## src/ubt_cfg.svh

```systemverilog
// offsets, field positions, reset values and counts for the serial channel
`ifndef UBT_CFG_SVH
`define UBT_CFG_SVH
// register offsets on the 3-bit host address
`define UBT_OFS_DATA     3'h0
`define UBT_OFS_IER      3'h1
`define UBT_OFS_FCR      3'h2
`define UBT_OFS_LCR      3'h3
`define UBT_OFS_MCR      3'h4
`define UBT_OFS_LSR      3'h5
`define UBT_OFS_MSR      3'h6
`define UBT_OFS_SPR      3'h7
// key in the line control register that opens the enhanced bank
`define UBT_ENH_KEY      8'hbf
// field positions
`define UBT_FCR_FIFO_EN  0
`define UBT_FCR_TX_RST   2
`define UBT_MCR_PRESCALE 7
`define UBT_EXTENDED_STATUS_CTRL_REG_RATIO   7
`define UBT_FEATURE_CONTROL_REG_DIR     3
`define UBT_LSR_RX_RDY   0
`define UBT_LSR_THR_MT   5
`define UBT_LSR_TX_MT    6
// reset values
`define UBT_RST_DLL      8'h01
`define UBT_RST_DLM      8'h00
`define UBT_RST_REG      8'h00
`define UBT_RST_EXTENDED_STATUS_CTRL_REG     8'h80
// counts
`define UBT_SAMPLES_16X  5'h10
`define UBT_SAMPLES_8X   5'h08
`define UBT_PRESCALE_TOP 2'h3
`define UBT_TX_DEPTH     64
`define UBT_TX_AW        6
// fifo trigger levels, tx then rx, index by the fcr select field
`define UBT_TXTRIG_0     7'h08
`define UBT_TXTRIG_1     7'h10
`define UBT_TXTRIG_2     7'h20
`define UBT_TXTRIG_3     7'h38
`define UBT_RXTRIG_0     7'h08
`define UBT_RXTRIG_1     7'h10
`define UBT_RXTRIG_2     7'h38
`define UBT_RXTRIG_3     7'h3c
`endif

```

## src/ubt_pkg.sv

```systemverilog
// types shared by the serial channel files
package ubt_pkg;
  // host bus pins as they arrive, all asynchronous
  typedef struct packed {
    logic       cs_n;
    logic       rd_n;
    logic       wr_n;
    logic [2:0] addr;
    logic [7:0] data;
  } ubt_host_t;

  // line control fields
  typedef struct packed {
    logic       dlab;
    logic       brk;
    logic       stick;
    logic       even;
    logic       par_en;
    logic       two_stop;
    logic [1:0] wlen;
  } ubt_lcr_t;

  // transmitter states
  typedef enum logic [4:0] {
    st_idle  = 5'h01,
    st_start = 5'h02,
    st_data  = 5'h04,
    st_par   = 5'h08,
    st_stop  = 5'h10
  } ubt_tx_state_t;
endpackage
```

## src/ubt_core.sv

```systemverilog
// one serial channel: host registers, prescaler, rate generator, transmitter, irq pins
//
// Contract
// - fifo off, normal: tx irq low while holding full, high when empty
// - fifo on, normal: tx irq low above trigger, high below or empty
// - direction mode: tx irq high only at transmitter empty, or below trigger
// - fifo on: rx irq high above rx trigger, low below
// - host access needs no rate clock; one clock serves rate logic; here host pins are synchronised and decoded on core_clk, the rate clock
// - prescaler divides by one or four, chosen by modem control bit 7
// - rate generator divides prescaled clock by 16-bit divisor 1..65535
// - sampling clock times transmit shifting and receive sampling
// - divisor resets to one: low byte 01, high byte 00
// - ratio bit 7 set gives 16 samples per bit, clear gives 8
// - each serial bit lasts 16 or 8 sampling periods
// - 8-bit shift register fed by 64-byte fifo through holding register
// - frame is start, data bits, optional parity, stop bits
// - holding and shifter status appear in line status bits 5 and 6
// - data goes out least significant bit first
// - holding register is write only; reads return no transmit data
// - with fifo on, each holding write pushes and advances write pointer; a write to a full fifo is dropped
// - direction mode off at reset, on only via feature control bit 3
// - fifo mode: holding-empty flag set whenever tx fifo is empty
// - transmitter-empty flag set only when shifter and fifo both empty
`include "ubt_cfg.svh"
module ubt_core (
  input  wire logic              core_clk,       // channel clock
  input  wire logic              reset,          // sync reset, high
  input  wire ubt_pkg::ubt_host_t host_in,       // async host bus pins
  input  wire logic [6:0]        rx_level,       // receive fill, same clock
  output logic [7:0]             data_out,       // read data to bus
  output logic                   data_oe,        // drive bus, high
  output logic                   tx_out,         // serial line
  output logic                   rx_sample_tick, // sample pulse for receiver
  output logic                   irq_tx_chan_a,  // transmit irq level
  output logic                   irq_rx_chan_a,  // receive irq level
  output logic                   irq_out_chan_a  // channel irq pin
);
  import ubt_pkg::*;

  // host pin synchroniser stages and edge history
  ubt_host_t     host_s1_ff;
  ubt_host_t     host_s2_ff;
  ubt_host_t     host_prev_ff;
  // registers
  logic [7:0]    dll_ff;
  logic [7:0]    dlm_ff;
  logic [7:0]    ier_ff;
  logic [7:0]    fcr_ff;
  ubt_lcr_t      lcr_ff;
  logic [7:0]    modem_control_reg_ff;
  logic [7:0]    extended_status_ctrl_reg_ff;
  logic [7:0]    feature_control_reg_ff;
  logic [7:0]    spr_ff;
  // rate logic
  logic [1:0]    pre_cnt_ff;
  logic [15:0]   div_cnt_ff;
  logic          sample_ff;
  // transmitter
  ubt_tx_state_t tx_state_ff;
  ubt_tx_state_t nxt_tx_state;
  logic [7:0]    tx_shift_reg_ff;
  logic [4:0]    samp_cnt_ff;
  logic [2:0]    bit_cnt_ff;
  logic          stop_cnt_ff;
  logic          par_bit_ff;
  // registered outputs
  logic [7:0]    data_out_ff;
  logic          data_oe_ff;
  logic          tx_out_ff;
  logic          irq_tx_ff;
  logic          irq_rx_ff;
  logic          irq_any_ff;

  // bus decode on the synchronised, settled pins
  wire        wr_done   = !host_prev_ff.cs_n && !host_prev_ff.wr_n && host_s2_ff.wr_n;
  wire [2:0]  wr_addr   = host_prev_ff.addr;
  wire [7:0]  wr_data   = host_prev_ff.data;
  wire        rd_act    = !host_s2_ff.cs_n && !host_s2_ff.rd_n;
  wire [2:0]  rd_addr   = host_s2_ff.addr;
  wire        enh_bank  = lcr_ff == `UBT_ENH_KEY;
  wire        wr_sel0   = wr_done && wr_addr == `UBT_OFS_DATA;
  wire        wr_dll    = wr_sel0 && lcr_ff.dlab;
  wire        wr_thr    = wr_sel0 && !lcr_ff.dlab;
  wire        wr_sel1   = wr_done && wr_addr == `UBT_OFS_IER;
  wire        wr_dlm    = wr_sel1 && lcr_ff.dlab;
  wire        wr_ier    = wr_sel1 && !lcr_ff.dlab;
  wire        wr_fcr    = wr_done && wr_addr == `UBT_OFS_FCR && !enh_bank;
  wire        wr_lcr    = wr_done && wr_addr == `UBT_OFS_LCR;
  wire        wr_sel4   = wr_done && wr_addr == `UBT_OFS_MCR;
  wire        wr_mcr    = wr_sel4 && !enh_bank;
  wire        wr_feature_control_reg   = wr_sel4 && enh_bank;
  wire        wr_extended_status_ctrl_reg   = wr_done && wr_addr == `UBT_OFS_LSR && enh_bank;
  wire        wr_spr    = wr_done && wr_addr == `UBT_OFS_SPR;

  // mode bits
  wire        fifo_en   = fcr_ff[`UBT_FCR_FIFO_EN];
  wire        dir_mode  = feature_control_reg_ff[`UBT_FEATURE_CONTROL_REG_DIR];
  wire        x16       = extended_status_ctrl_reg_ff[`UBT_EXTENDED_STATUS_CTRL_REG_RATIO];
  wire        prescale4 = modem_control_reg_ff[`UBT_MCR_PRESCALE];
  // changing fifo enable or asking for a tx reset empties the holding fifo
  wire        tx_flush  = wr_fcr && (wr_data[`UBT_FCR_TX_RST] ||
                          wr_data[`UBT_FCR_FIFO_EN] != fifo_en);

  // transmit fifo wiring
  wire [7:0]  fifo_head;
  wire        fifo_valid;
  wire        fifo_room;
  wire [6:0]  tx_level;
  wire        tx_idle   = tx_state_ff == st_idle;
  wire        fifo_take = tx_idle && fifo_valid;
  // without fifo the holding register is a single slot; extra writes drop
  wire        hold_room = fifo_en ? fifo_room : tx_level == '0;

  // 64-deep holding fifo, its head feeds the shifter
  ubt_fifo #(
    .WIDTH (8),
    .DEPTH (`UBT_TX_DEPTH),
    .AW    (`UBT_TX_AW)
  ) u_tx_fifo (
    .clk       (core_clk),
    .reset     (reset),
    .flush     (tx_flush),
    .in_valid  (wr_thr && hold_room),
    .in_ready  (fifo_room),
    .in_data   (wr_data),
    .out_valid (fifo_valid),
    .out_ready (tx_idle),
    .out_data  (fifo_head),
    .level     (tx_level)
  );

  // line status: bit 5 follows the holding store, bit 6 the whole path
  wire        thr_empty = tx_level == '0;
  wire        tx_empty  = thr_empty && tx_idle;
  wire [7:0]  lsr_val   = {1'b0, tx_empty, thr_empty, 4'h0, rx_level != '0};

  // read mux; data offset never returns transmit bytes
  wire [7:0]  isr_val   = {{2{fifo_en}}, 5'h00, !irq_any_ff};
  wire [7:0]  rd_mux    =
    rd_addr == `UBT_OFS_DATA ? (lcr_ff.dlab ? dll_ff : 8'h00) :
    rd_addr == `UBT_OFS_IER  ? (lcr_ff.dlab ? dlm_ff : ier_ff) :
    rd_addr == `UBT_OFS_FCR  ? isr_val :
    rd_addr == `UBT_OFS_LCR  ? lcr_ff :
    rd_addr == `UBT_OFS_MCR  ? (enh_bank ? feature_control_reg_ff : modem_control_reg_ff) :
    rd_addr == `UBT_OFS_LSR  ? (enh_bank ? extended_status_ctrl_reg_ff : lsr_val) :
    rd_addr == `UBT_OFS_SPR  ? spr_ff : 8'h00;

  // pins cross in two flops; only stage two and later are decoded
  always_ff @(posedge core_clk)
  begin
    host_s1_ff   <= host_in;
    host_s2_ff   <= host_s1_ff;
    host_prev_ff <= host_s2_ff;
  end

  // divisor bytes, written on the rising write strobe
  always_ff @(posedge core_clk)
  begin
    if (reset)
    begin
      dll_ff <= `UBT_RST_DLL;
      dlm_ff <= `UBT_RST_DLM;
    end
    else
    begin
      if (wr_dll)
        dll_ff <= wr_data;
      if (wr_dlm)
        dlm_ff <= wr_data;
    end
  end

  // control registers
  always_ff @(posedge core_clk)
  begin
    if (reset)
    begin
      ier_ff                 <= `UBT_RST_REG;
      fcr_ff                 <= `UBT_RST_REG;
      lcr_ff                 <= `UBT_RST_REG;
      modem_control_reg_ff   <= `UBT_RST_REG;
      feature_control_reg_ff <= `UBT_RST_REG;
      spr_ff                 <= `UBT_RST_REG;
    end
    else
    begin
      if (wr_ier)
        ier_ff <= wr_data;
      if (wr_fcr)
        fcr_ff <= {wr_data[7:3], 2'b00, wr_data[0]}; // reset bits self clear
      if (wr_lcr)
        lcr_ff <= wr_data;
      if (wr_mcr)
        modem_control_reg_ff <= wr_data;
      if (wr_feature_control_reg)
        feature_control_reg_ff <= wr_data;
      if (wr_spr)
        spr_ff <= wr_data;
    end
  end

  // sample ratio register defaults to 16 samples per bit
  always_ff @(posedge core_clk)
  begin
    if (reset)
      extended_status_ctrl_reg_ff <= `UBT_RST_EXTENDED_STATUS_CTRL_REG;
    else if (wr_extended_status_ctrl_reg)
      extended_status_ctrl_reg_ff <= wr_data;
  end

  // host read: drive while chip select and read strobe are low
  always_ff @(posedge core_clk)
  begin
    if (reset)
    begin
      data_out_ff <= 8'h00;
      data_oe_ff  <= 1'b0;
    end
    else
    begin
      data_out_ff <= rd_mux;
      data_oe_ff  <= rd_act;
    end
  end

  // prescaler and rate generator; divisor 0 acts as 1 rather than stalling
  wire [15:0] divisor   = {dlm_ff, dll_ff};
  wire [15:0] div_top   = divisor == '0 ? 16'h0000 : divisor - 16'h0001;
  wire        pre_tick  = !prescale4 || pre_cnt_ff == `UBT_PRESCALE_TOP;
  wire        div_wrap  = pre_tick && div_cnt_ff >= div_top;

  always_ff @(posedge core_clk)
  begin
    if (reset)
    begin
      pre_cnt_ff <= 2'h0;
      div_cnt_ff <= 16'h0000;
      sample_ff  <= 1'b0;
    end
    else
    begin
      pre_cnt_ff <= prescale4 ? pre_cnt_ff + 2'h1 : 2'h0;
      if (pre_tick)
        div_cnt_ff <= div_wrap ? 16'h0000 : div_cnt_ff + 16'h0001;
      sample_ff  <= div_wrap;
    end
  end

  // bit timing from the sampling pulse
  wire [4:0]  samp_top  = (x16 ? `UBT_SAMPLES_16X : `UBT_SAMPLES_8X) - 5'h01;
  wire        bit_end   = sample_ff && samp_cnt_ff == samp_top;
  wire [2:0]  last_bit  = 3'(lcr_ff.wlen) + 3'h4;
  wire [7:0]  word_mask = 8'hff >> (2'h3 - lcr_ff.wlen);
  wire        word_par  = ^(fifo_head & word_mask);
  // stick parity sends the inverse of the even select
  wire        par_val   = lcr_ff.stick ? !lcr_ff.even :
                          (lcr_ff.even ? word_par : !word_par);

  // frame sequencing
  always_comb
  begin
    nxt_tx_state = tx_state_ff;
    unique case (tx_state_ff)
      st_idle:
        if (fifo_valid)
          nxt_tx_state = st_start;
      st_start:
        if (bit_end)
          nxt_tx_state = st_data;
      st_data:
        if (bit_end && bit_cnt_ff == last_bit)
          nxt_tx_state = lcr_ff.par_en ? st_par : st_stop;
      st_par:
        if (bit_end)
          nxt_tx_state = st_stop;
      st_stop:
        if (bit_end && (stop_cnt_ff || !lcr_ff.two_stop))
          nxt_tx_state = st_idle;
      default:
        nxt_tx_state = st_idle;
    endcase
  end

  always_ff @(posedge core_clk)
  begin
    if (reset)
      tx_state_ff <= st_idle;
    else
      tx_state_ff <= nxt_tx_state;
  end

  // sample counter restarts at each bit boundary and at load
  always_ff @(posedge core_clk)
  begin
    if (reset || fifo_take || bit_end)
      samp_cnt_ff <= 5'h00;
    else if (sample_ff)
      samp_cnt_ff <= samp_cnt_ff + 5'h01;
  end

  // shift register loads from the fifo head, shifts right per data bit
  always_ff @(posedge core_clk)
  begin
    if (reset)
    begin
      tx_shift_reg_ff <= 8'h00;
      par_bit_ff      <= 1'b0;
    end
    else if (fifo_take)
    begin
      tx_shift_reg_ff <= fifo_head;
      par_bit_ff      <= par_val;
    end
    else if (bit_end && tx_state_ff == st_data)
      tx_shift_reg_ff <= {1'b0, tx_shift_reg_ff[7:1]};
  end

  // data bit and stop bit counters
  always_ff @(posedge core_clk)
  begin
    if (reset || tx_idle)
    begin
      bit_cnt_ff  <= 3'h0;
      stop_cnt_ff <= 1'b0;
    end
    else if (bit_end)
    begin
      if (tx_state_ff == st_data)
        bit_cnt_ff <= bit_cnt_ff + 3'h1;
      if (tx_state_ff == st_stop)
        stop_cnt_ff <= 1'b1;
    end
  end

  // serial line level; break holds it low
  wire        line_lvl  = tx_state_ff == st_start ? 1'b0 :
                          tx_state_ff == st_data  ? tx_shift_reg_ff[0] :
                          tx_state_ff == st_par   ? par_bit_ff : 1'b1;

  always_ff @(posedge core_clk)
  begin
    if (reset)
      tx_out_ff <= 1'b1;
    else
      tx_out_ff <= line_lvl && !lcr_ff.brk;
  end

  // trigger levels picked by the fcr select fields
  wire [6:0]  tx_trig   = fcr_ff[5:4] == 2'h0 ? `UBT_TXTRIG_0 :
                          fcr_ff[5:4] == 2'h1 ? `UBT_TXTRIG_1 :
                          fcr_ff[5:4] == 2'h2 ? `UBT_TXTRIG_2 : `UBT_TXTRIG_3;
  wire [6:0]  rx_trig   = fcr_ff[7:6] == 2'h0 ? `UBT_RXTRIG_0 :
                          fcr_ff[7:6] == 2'h1 ? `UBT_RXTRIG_1 :
                          fcr_ff[7:6] == 2'h2 ? `UBT_RXTRIG_2 : `UBT_RXTRIG_3;
  wire        tx_above  = tx_level > tx_trig;

  // irq levels; high means service wanted
  wire        tx_irq_n  = fifo_en ? !tx_above : thr_empty;
  wire        tx_irq_d  = fifo_en ? (!tx_above || tx_empty) : tx_empty;
  wire        tx_irq    = dir_mode ? tx_irq_d : tx_irq_n;
  wire        rx_irq    = fifo_en ? rx_level > rx_trig : rx_level != '0;

  always_ff @(posedge core_clk)
  begin
    if (reset)
    begin
      irq_tx_ff  <= 1'b1;
      irq_rx_ff  <= 1'b0;
      irq_any_ff <= 1'b1;
    end
    else
    begin
      irq_tx_ff  <= tx_irq;
      irq_rx_ff  <= rx_irq;
      irq_any_ff <= tx_irq || rx_irq;
    end
  end

  assign data_out       = data_out_ff;
  assign data_oe        = data_oe_ff;
  assign tx_out         = tx_out_ff;
  assign rx_sample_tick = sample_ff;
  assign irq_tx_chan_a  = irq_tx_ff;
  assign irq_rx_chan_a  = irq_rx_ff;
  assign irq_out_chan_a = irq_any_ff;
endmodule

```

## src/ubt_fifo.sv

```systemverilog
// synchronous fifo with valid and ready on both sides
module ubt_fifo #(
  parameter int WIDTH = 8,
  parameter int DEPTH = 64,
  parameter int AW    = 6
) (
  input  wire logic             clk,       // clock
  input  wire logic             reset,     // sync reset, high
  input  wire logic             flush,     // empties the fifo
  input  wire logic             in_valid,  // write request
  output logic                  in_ready,  // room for a word
  input  wire logic [WIDTH-1:0] in_data,   // write word
  output logic                  out_valid, // word available
  input  wire logic             out_ready, // reader takes word
  output logic [WIDTH-1:0]      out_data,  // head word
  output logic [AW:0]           level      // words held
);
  logic [WIDTH-1:0] mem [DEPTH];
  logic [AW-1:0]    wr_ptr_ff;
  logic [AW-1:0]    rd_ptr_ff;
  logic [AW:0]      cnt_ff;
  logic [AW:0]      nxt_cnt;
  wire              push;
  wire              pop;

  // handshake terms; a full fifo refuses, the writer sees in_ready low
  assign in_ready  = cnt_ff != (AW+1)'(DEPTH);
  assign out_valid = cnt_ff != '0;
  assign push      = in_valid & in_ready;
  assign pop       = out_valid & out_ready;
  assign out_data  = mem[rd_ptr_ff];
  assign level     = cnt_ff;
  assign nxt_cnt   = cnt_ff + (AW+1)'(push) - (AW+1)'(pop);

  // storage, no reset needed on data
  always_ff @(posedge clk)
  begin
    if (push)
      mem[wr_ptr_ff] <= in_data;
  end

  // pointers and fill count
  always_ff @(posedge clk)
  begin
    if (reset || flush)
    begin
      wr_ptr_ff <= '0;
      rd_ptr_ff <= '0;
      cnt_ff    <= '0;
    end
    else
    begin
      wr_ptr_ff <= wr_ptr_ff + AW'(push);
      rd_ptr_ff <= rd_ptr_ff + AW'(pop);
      cnt_ff    <= nxt_cnt;
    end
  end
endmodule

```

## config.mk

```make
export PLATFORM = sky130hd
export DESIGN_NAME = ubt_core
export DESIGN_NICKNAME = d
export VERILOG_FILES = /design/src/ubt_pkg.sv /design/src/ubt_core.sv /design/src/ubt_fifo.sv
export VERILOG_INCLUDE_DIRS = /design/src
export SDC_FILE = /design/constraint.sdc
export NUM_CORES = 1
export LEC_CHECK = 0
export BUFFER_PORTS_ARGS = -buffer_cell sky130_fd_sc_hd__buf_2
export CORE_UTILIZATION = 54
export CTS_CLUSTER_SIZE = 20
export DETAILED_ROUTE_END_ITERATION = 12
export GPL_TIMING_DRIVEN = 0
export PLACE_DENSITY = 0.73
export SLEW_MARGIN = 20
export SYNTH_ARGS = -nofsm -noshare
export SYNTH_HDL_FRONTEND = slang
export SYNTH_SLANG_ARGS = --single-unit
```

## constraint.sdc

```tcl
create_clock -name core_clk -period 4.2 [get_ports core_clk]
set_input_delay 0.21 -clock core_clk [delete_from_list [all_inputs] [get_ports core_clk]]
set_output_delay 0.21 -clock core_clk [all_outputs]
set_load 0.02 [all_outputs]
```

==> results of run 1 <==
-- registers in the layout, summed over array words and instances (netlist names), 6 cells and up --
register and flops:
data_out 8, extended_status_ctrl_reg_ff 8, spr_ff 8, modem_control_reg_ff 8, div_cnt_ff 16, wr_data 8, u_tx_fifo.mem 512, u_tx_fifo.level 7
host_s2_ff 11, u_tx_fifo.rd_ptr_ff 6, u_tx_fifo.wr_ptr_ff 6, tx_shift_reg_ff 8, dlm_ff 8, ier_ff 8, lcr_ff 8, feature_control_reg_ff 8
host_s1_ff 14, dll_ff 8
-- layout make-up --
cell class / instances / area, um^2 / area share
plain buffers: 104 / 541.8 / 0.01676
multi-input cells: 980 / 8762 / 0.2711
inverters: 33 / 127.6 / 0.003948
clock buffers: 92 / 2006 / 0.06205
repair buffers: 55 / 400.4 / 0.01239
clock inverters: 38 / 555.5 / 0.01719
flip-flops and latches: 696 / 19080 / 0.5903
well taps: 680 / 850.8 / 0.02632
-- worst min-delay path, delay by kind of cell --
kind	cells	cell delay [ps]
AOI/OAI and AO/OA	1	120
and+or+nand+nor	3	260
buffers and inverters	1	90
-- stage by stage --
stage                     utilization  setup TNS [ps]  setup slack [ps]
final                          0.6276           -1723            -115.3
after global routing           0.6276           -4980            -174.9
after global placement         0.5678         -117690            -583.4
after CTS                      0.6241          -136.6            -96.92
after floorplan                     -               0             180.2
after detailed placement       0.5700          -11490            -420.1
-- worst max path at each step --
stage | start | to | slack [ps] | depth (start not counted)
3_5_place_dp | u_tx_fifo.rd_ptr_ff[1]$_SDFF_PP0_ | par_bit_ff$_SDFFE_PP0P_ | -420 | 15
5_1_grt | u_tx_fifo.level[4]$_SDFF_PP0_ | u_tx_fifo.mem[6][0]$_DFFE_PP_ | -170 | 9
4_1_cts | u_tx_fifo.rd_ptr_ff[0]$_SDFF_PP0_ | par_bit_ff$_SDFFE_PP0P_ | -100 | 15
2_1_floorplan | dlm_ff[0]$_SDFFE_PP0P_ | div_cnt_ff[10]$_SDFFE_PP0P_ | 180 | 17
3_3_place_gp | u_tx_fifo.rd_ptr_ff[1]$_SDFF_PP0_ | par_bit_ff$_SDFFE_PP0P_ | -580 | 14
6_report | u_tx_fifo.level[4]$_SDFF_PP0_ | u_tx_fifo.mem[6][0]$_DFFE_PP_ | -120 | 9
-- what timing repair did --
item | 4_1_cts | 5_1_grt
hold buffers | 15 | 0
endpoints found under the setup margin | 167 | 82
buffers inserted | 1 | 1
endpoints found under the hold margin | 16 | 0
pin swaps | 1 | 1
gates resized for setup | 26 | 49
-- kinds of logic after synthesis --
family	after synthesis	share of synthesized area
multiplexers	240	0.1439
AND/OR/NAND/NOR	442	0.07271
AO/OA/AOI/OAI	198	0.04841
flip-flops	696	0.6753
adder cells (fa/ha/maj)	45	0.02022
buffers and inverters	140	0.02190
XOR/XNOR	55	0.01756
-- power breakdown --
group / total (W) / switching [W] / internal, W
Sequential: 0.00765 / 0.000159 / 0.00749
Clock: 0.00690 / 0.00274 / 0.00415
Combinational: 0.00344 / 0.00197 / 0.00147
-- layout by cell type, fill, tap and decap left out, drive strengths merged, types with 26 or more instances in the layout --
cell and count:
nor2 212, o21ai 26, ha 44, buf 80
mux2i 101, xor2 34, nand2 72, clkbuf 156
edfxtp 512, nand3 34, a21oi 38, mux4 132
inv 35, dfxtp 184, a211oi 29
-- metal layers --
metal  vias up  global-route usage
met5         -                   0
met2       986              0.4303
met1      8563              0.3844
li1       7229                   -
met4         0              0.1097
met3       195             0.06151
==> flow_summary_export.csv, run 1 <==
group,metric,value,unit
die,dieWidth,230.6,um
timing,fin_crit_sh,1.027,
status,violations,"negative setup slack",
timing,fmax,231.7,MHz
place,routabilityCongestion,0.9477,
detailed_routing,antenna_left,0,
setup_path,worstSetupPathType,"flip-flop to flip-flop",
detailed_routing,top_layer,"met4",
die,rows,83,
timing,setup_viol,16,
synthesis,synth_commonest_cells,"512 x edfxtp_1, 212 x nor2_1, 184 x dfxtp_1, 132 x mux4_2, 101 x mux2i_1",
clock_network,cts_tree,"yes",
power_and_ir_drop,irDropWorstVdd,0.4263,mV
worst_hold_path,min_path_cells,5,
clock_network,clkSinkCount,696,
synthesis,ys_seq_elements,696,
timing,final.setup.worst_slack,-115.3,ps
die,die_h,230.6,um
timing,rsz0062_at_grt,"yes",
power_and_ir_drop,leakage,10.80,nW
flow_run,maxCapViolCount,0,
die,initial_core_util,0.5479,
status,status,"finished, violations left",
synthesis,synth_most_common_cell,"edfxtp_1",
detailed_routing,num_vias,16973,
setup_path,worst_setup_path_start_kind,"flip-flop",
die,die_area,53180,um^2
setup_path,arrival,4570,ps
setup_path,cp_num_buf_inv,1,
global_routing,overflow,0,
worst_hold_path,min-delay-start,"rx_level[0]",
synthesis,syn_nets,1884,
detailed_routing,drc,0,
detailed_routing,avgViaCountPerCell,6.338,
detailed_routing,first_pass_iters,5,
timing,skew,33.66,ps
setup_path,cp-end-kind,"flip-flop",
global_routing,grt_pass1_wl,107100,um
power_and_ir_drop,powerDensity,556.3,nW/um^2
synthesis,synth_edf_count,512,
clock_network,cts_buffers,72,
setup_path,worst_path_max_delay_cell,"nor2_1",
detailed_routing,drt-met1-wl,28920,um
synthesis,yosys.area.top_type_share,0.5448,
clock_network,clock_path_buffers,3,
clock_network,worstSkewPairLatency,630,ps
die,ios,37,
power_and_ir_drop,power,0.01798,W
detailed_routing,drt_iter0_markers,1731,
timing,worst_slew_pin_slew,1065,ps
synthesis,yosys-top-cells-area,"edfxtp_1 54%, dfxtp_1 13%, mux4_2 11%",
place,placed_cells,2534,
detailed_routing,wl_met3,6957,um
synthesis,syn_area_per_cell,15.54,um^2
detailed_routing,wl_per_cell,27.17,um
detailed_routing,wirelength,72760,um
timing,layout_min_cycle_time,4315,ps
place,port-buffer-count,35,
clock_network,clk_pin_slew,60,ps
place,placed_cell_area,29360,um^2
setup_path,crit_family,"simple AND/OR/NAND/NOR gates",
setup_path,rrSetupSlack,-120,ps
clock_network,root_buffer,"clkbuf_16",
final_layout,instances_no_fill,2678,
timing,slew_headroom,0.2902,
global_routing,grt_max_degree,66,
die,core,51510,um^2
clock_network,cts-htree-levels,3,
final_layout,layout.nets,2010,
synthesis,yosys.area.top_type,"edfxtp_1",
synthesis,synth_seq_area_share,0.6753,
global_routing,grt_pass1_vias,16738,
timing,hold_slack,115.1,ps
synthesis,synth_area,28220,um^2
global_routing,antenna_found_initial,0,
setup_path,rr_worst_depth,9,
final_layout,drive_gt1_frac,0.1987,
setup_path,r2r-end,"u_tx_fifo.mem[6][0]$_DFFE_PP_",
detailed_routing,wl_met2,33830,um
setup_path,cp_max_fo,8,
synthesis,ys.flop_type,"edfxtp_1",
final_layout,fill_cells,3685,
global_routing,grt_use_total,0.2776,
worst_hold_path,hold_path.class,"input port to flip-flop",
final_layout,area_growth_syn_to_layout,14.54,%
synthesis,async_flop_share,0,
synthesis,ys.warnings.count,0,
final_layout,diodes,0,
synthesis,syn_inst,1816,
worst_hold_path,worst_hold_path.endpoint,"irq_out_chan_a$_SDFF_PP1_",
place,dpl.hpwl,46510,um
final_layout,final_area,32330,um^2
timing,drv_slew,0,
setup_path,crit_chain,"inv_1, ha_1, nand3_1, nor2_1, a21oi_1, nor4bb_4, nor2b_1, nand3_1, nor2_1",
setup_path,critPathMaxStageDelay,830,ps
setup_path,rr_startpoint,"u_tx_fifo.level[4]$_SDFF_PP0_",
synthesis,ys_types,64,
timing,hold_violations,0,
setup_path,critPathRequiredTime,4450,ps
Note: power is estimated with default switching activity, not from simulation.
==> run 2: changes to the inputs <==
--- a/config.mk
+++ b/config.mk
@@ -7,11 +7,10 @@
 export NUM_CORES = 1
 export LEC_CHECK = 0
 export BUFFER_PORTS_ARGS = -buffer_cell sky130_fd_sc_hd__buf_2
-export CORE_UTILIZATION = 54
+export CORE_UTILIZATION = 45
 export CTS_CLUSTER_SIZE = 20
 export DETAILED_ROUTE_END_ITERATION = 12
 export GPL_TIMING_DRIVEN = 0
-export PLACE_DENSITY = 0.73
 export SLEW_MARGIN = 20
 export SYNTH_ARGS = -nofsm -noshare
 export SYNTH_HDL_FRONTEND = slang
==> run 2 against run 1 <==
  * Clock-buffer cell count grew 11
  * Power shrank 1.9%
  * Worst setup slack gained 130 ps
  * The flow now finishes without violations
  * First-iteration DRC count shrank 14%
  * Routed wire length grew 1.6%
  * Cell area is essentially flat
  * Clock power shrank 4.1%
  * Largest cell class unchanged
  * Non-clock buffer count shrank 2
  * Die area grew 20%
==> flow_summary_export.csv, run 2 (synthesis results as in run 1) <==
group,metric,value,unit
timing,layout_min_cycle_time,4185,ps
global_routing,grtUsageMet2,0.3641,
setup_path,worst_path_max_delay_cell,"clkinv_1",
clock_network,root_buffer,"clkbuf_16",
place,routabilityCongestion,0.9078,
final_layout,largest_reg_flops,512,
die,initial_core_util,0.4565,
status,status,"finished clean",
global_routing,grtUsageMet1,0.3301,
global_routing,grt_use_met3,0.04573,
global_routing,antenna_found_initial,0,
setup_path,worst_setup_path_start_kind,"flip-flop",
die,ios,37,
clock_network,cts_buffers,73,
setup_path,cp_max_fo,10,
final_layout,instances_no_fill,2839,
detailed_routing,first_pass_iters,5,
timing,hold_violations,0,
clock_network,clk_pin_slew,60,ps
place,pre_cts_ws,-500.1,ps
clock_network,cts-htree-levels,3,
power_and_ir_drop,switching_share,0.2758,
power_and_ir_drop,combinationalPowerShare,0.192,
detailed_routing,drt_iter0_markers,1485,
global_routing,grt_max_degree,66,
final_layout,diodes,0,
die,rows,91,
clock_network,clkSinkCount,696,
place,port-buffer-count,35,
final_layout,layout_commonest_cell,"edfxtp_1",
die,core,61830,um^2
global_routing,overflow,0,
clock_network,cts_tree,"yes",
power_and_ir_drop,irDropWorstVdd,0.3868,mV
clock_network,worstSkewPairLatency,630,ps
clock_network,clock_path_buffers,3,
global_routing,grt_pass1_vias,15951,
final_layout,area_growth_syn_to_layout,14.61,%
place,dpl.hpwl,48780,um
power_and_ir_drop,pwr-share-seq,0.433,
place,placed_cells,2691,
setup_path,arrival,4710,ps
detailed_routing,drc,0,
die,dieWidth,252.4,um
global_routing,grt_pass1_wl,107400,um
setup_path,worstSetupPathType,"flip-flop to flip-flop",
timing,drv_slew,0,
die,die_h,252.4,um
detailed_routing,num_vias,16399,
setup_path,critPathRequiredTime,4720,ps
setup_path,cp-end-kind,"flip-flop",
final_layout,layout.cells.most_common_list,"512 x edfxtp_1, 188 x nor2_1, 175 x dfxtp_1, 132 x mux4_2, 101 x mux2i_1",
global_routing,busiest_layer,"met2",
power_and_ir_drop,intPower,0.01278,W
timing,fmax,239.0,MHz
global_routing,grt_use_total,0.2362,
detailed_routing,avgViaCountPerCell,5.776,
final_layout,top_regs,"u_tx_fifo.mem x512, div_cnt_ff x16, host_s1_ff x14",
power_and_ir_drop,switchingPower,0.004867,W
final_layout,top_register,"u_tx_fifo.mem",
timing,final.setup.worst_slack,15.38,ps
timing,setup_viol,0,
timing,slew_headroom,0.2946,
timing,rsz0062_at_grt,"yes",
detailed_routing,wirelength,73920,um
setup_path,cp_common_cell,"xnor2_1",
timing,skew,23.19,ps
final_layout,fin_util,0.5232,
setup_path,crit_chain,"clkinv_1, buf_2, mux4_2, a221oi_1, a31o_2, xnor3_1, xnor2_1, xnor2_1, nor2_1, mux2i_1, nand2_1",
timing,fin_crit_sh,0.9963,
timing,worst_slew_pin_slew,1052,ps
final_layout,layout.nets,2009,
flow_run,maxCapViolCount,0,
detailed_routing,wl_per_cell,26.04,um
worst_hold_path,hold_path.class,"input port to flip-flop",
detailed_routing,antenna_left,0,
die,die_area,63720,um^2
power_and_ir_drop,power,0.01765,W
power_and_ir_drop,power.clock.fraction,0.375,
power_and_ir_drop,powerDensity,545.6,nW/um^2
setup_path,critPathMaxStageDelay,610,ps
power_and_ir_drop,leakage,10.76,nW
final_layout,drive_gt1_frac,0.1923,
## run 2: cell types whose count changed in the layout (fill, tap and decap cells not counted), sizes merged
cell / delta
clkbuf: +11
bufinv: -7
buf: -2
clkinv: +2
## run 2: per-stage QoR
step           hold slack, ps  instance area [um^2]  setup TNS [ps]
6_report                41.67                 32350               0
5_1_grt                 86.59                 32350           -1605
4_1_cts                 7.668                 32260               0
3_5_place_dp            312.1                 29550          -18670
3_3_place_gp            311.4                 29450          -12750
2_1_floorplan           237.7                 28220               0
## run 2: path summary, 6_finish.rpt
kind	from	end	slack, ps	depth (start not counted)
min reg2reg	host_s1_ff[4]$_DFF_P_	host_s2_ff[4]$_DFF_P_	320	0
max reg2reg	u_tx_fifo.rd_ptr_ff[3]$_SDFF_PP0_	par_bit_ff$_SDFFE_PP0P_	20	11
max	u_tx_fifo.rd_ptr_ff[3]$_SDFF_PP0_	par_bit_ff$_SDFFE_PP0P_	20	11
min	rx_level[0]	irq_out_chan_a$_SDFF_PP1_	40	5
## run 2: area by class of cell
| class | instances | area, um^2 |
|---|---|---|
| Buffer | 103 | 523.0 |
| Clock buffer | 103 | 2097 |
| Clock inverter | 33 | 395.4 |
| Fill cell | 5038 | 29480 |
| Inverter | 33 | 123.9 |
| Multi-Input combinational cell | 980 | 8685 |
| Sequential cell | 696 | 19080 |
| Tap cell | 837 | 1047 |
| Timing Repair Buffer | 54 | 392.9 |
## run 2: timing repair
item,in CTS,in global routing
resized for setup,25,31
pin swaps,1,1
buffers inserted,1,0
endpoints found under the hold margin,16,0
hold buffers,15,0
endpoints found under the setup margin,240,138
## run 2: per-layer routing
metal	vias to the layer above	wire length, um
li1	7236	-
met1	8374	31720
met2	614	34050
met3	175	5074
met4	0	3073
met5	-	0
## run 2: critical path: cells and delay by family, from the launching register on
family / cells / cell delay (ps)
compound gates: 2 / 850
buf+inv: 2 / 1160
xor+xnor: 3 / 620
mux: 2 / 790
simple gates: 2 / 180
flops: 1 / 470
## run 2: power groups by stage
stage          Clock, W  Combinational (W)  Sequential [W]
4_1_cts         0.00671            0.00338         0.00764
3_5_place_dp          0            0.00337         0.00778
5_1_grt         0.00697            0.00360         0.00765
2_1_floorplan         0            0.00223         0.00775
3_3_place_gp          0            0.00330         0.00780
6_report        0.00662            0.00340         0.00763
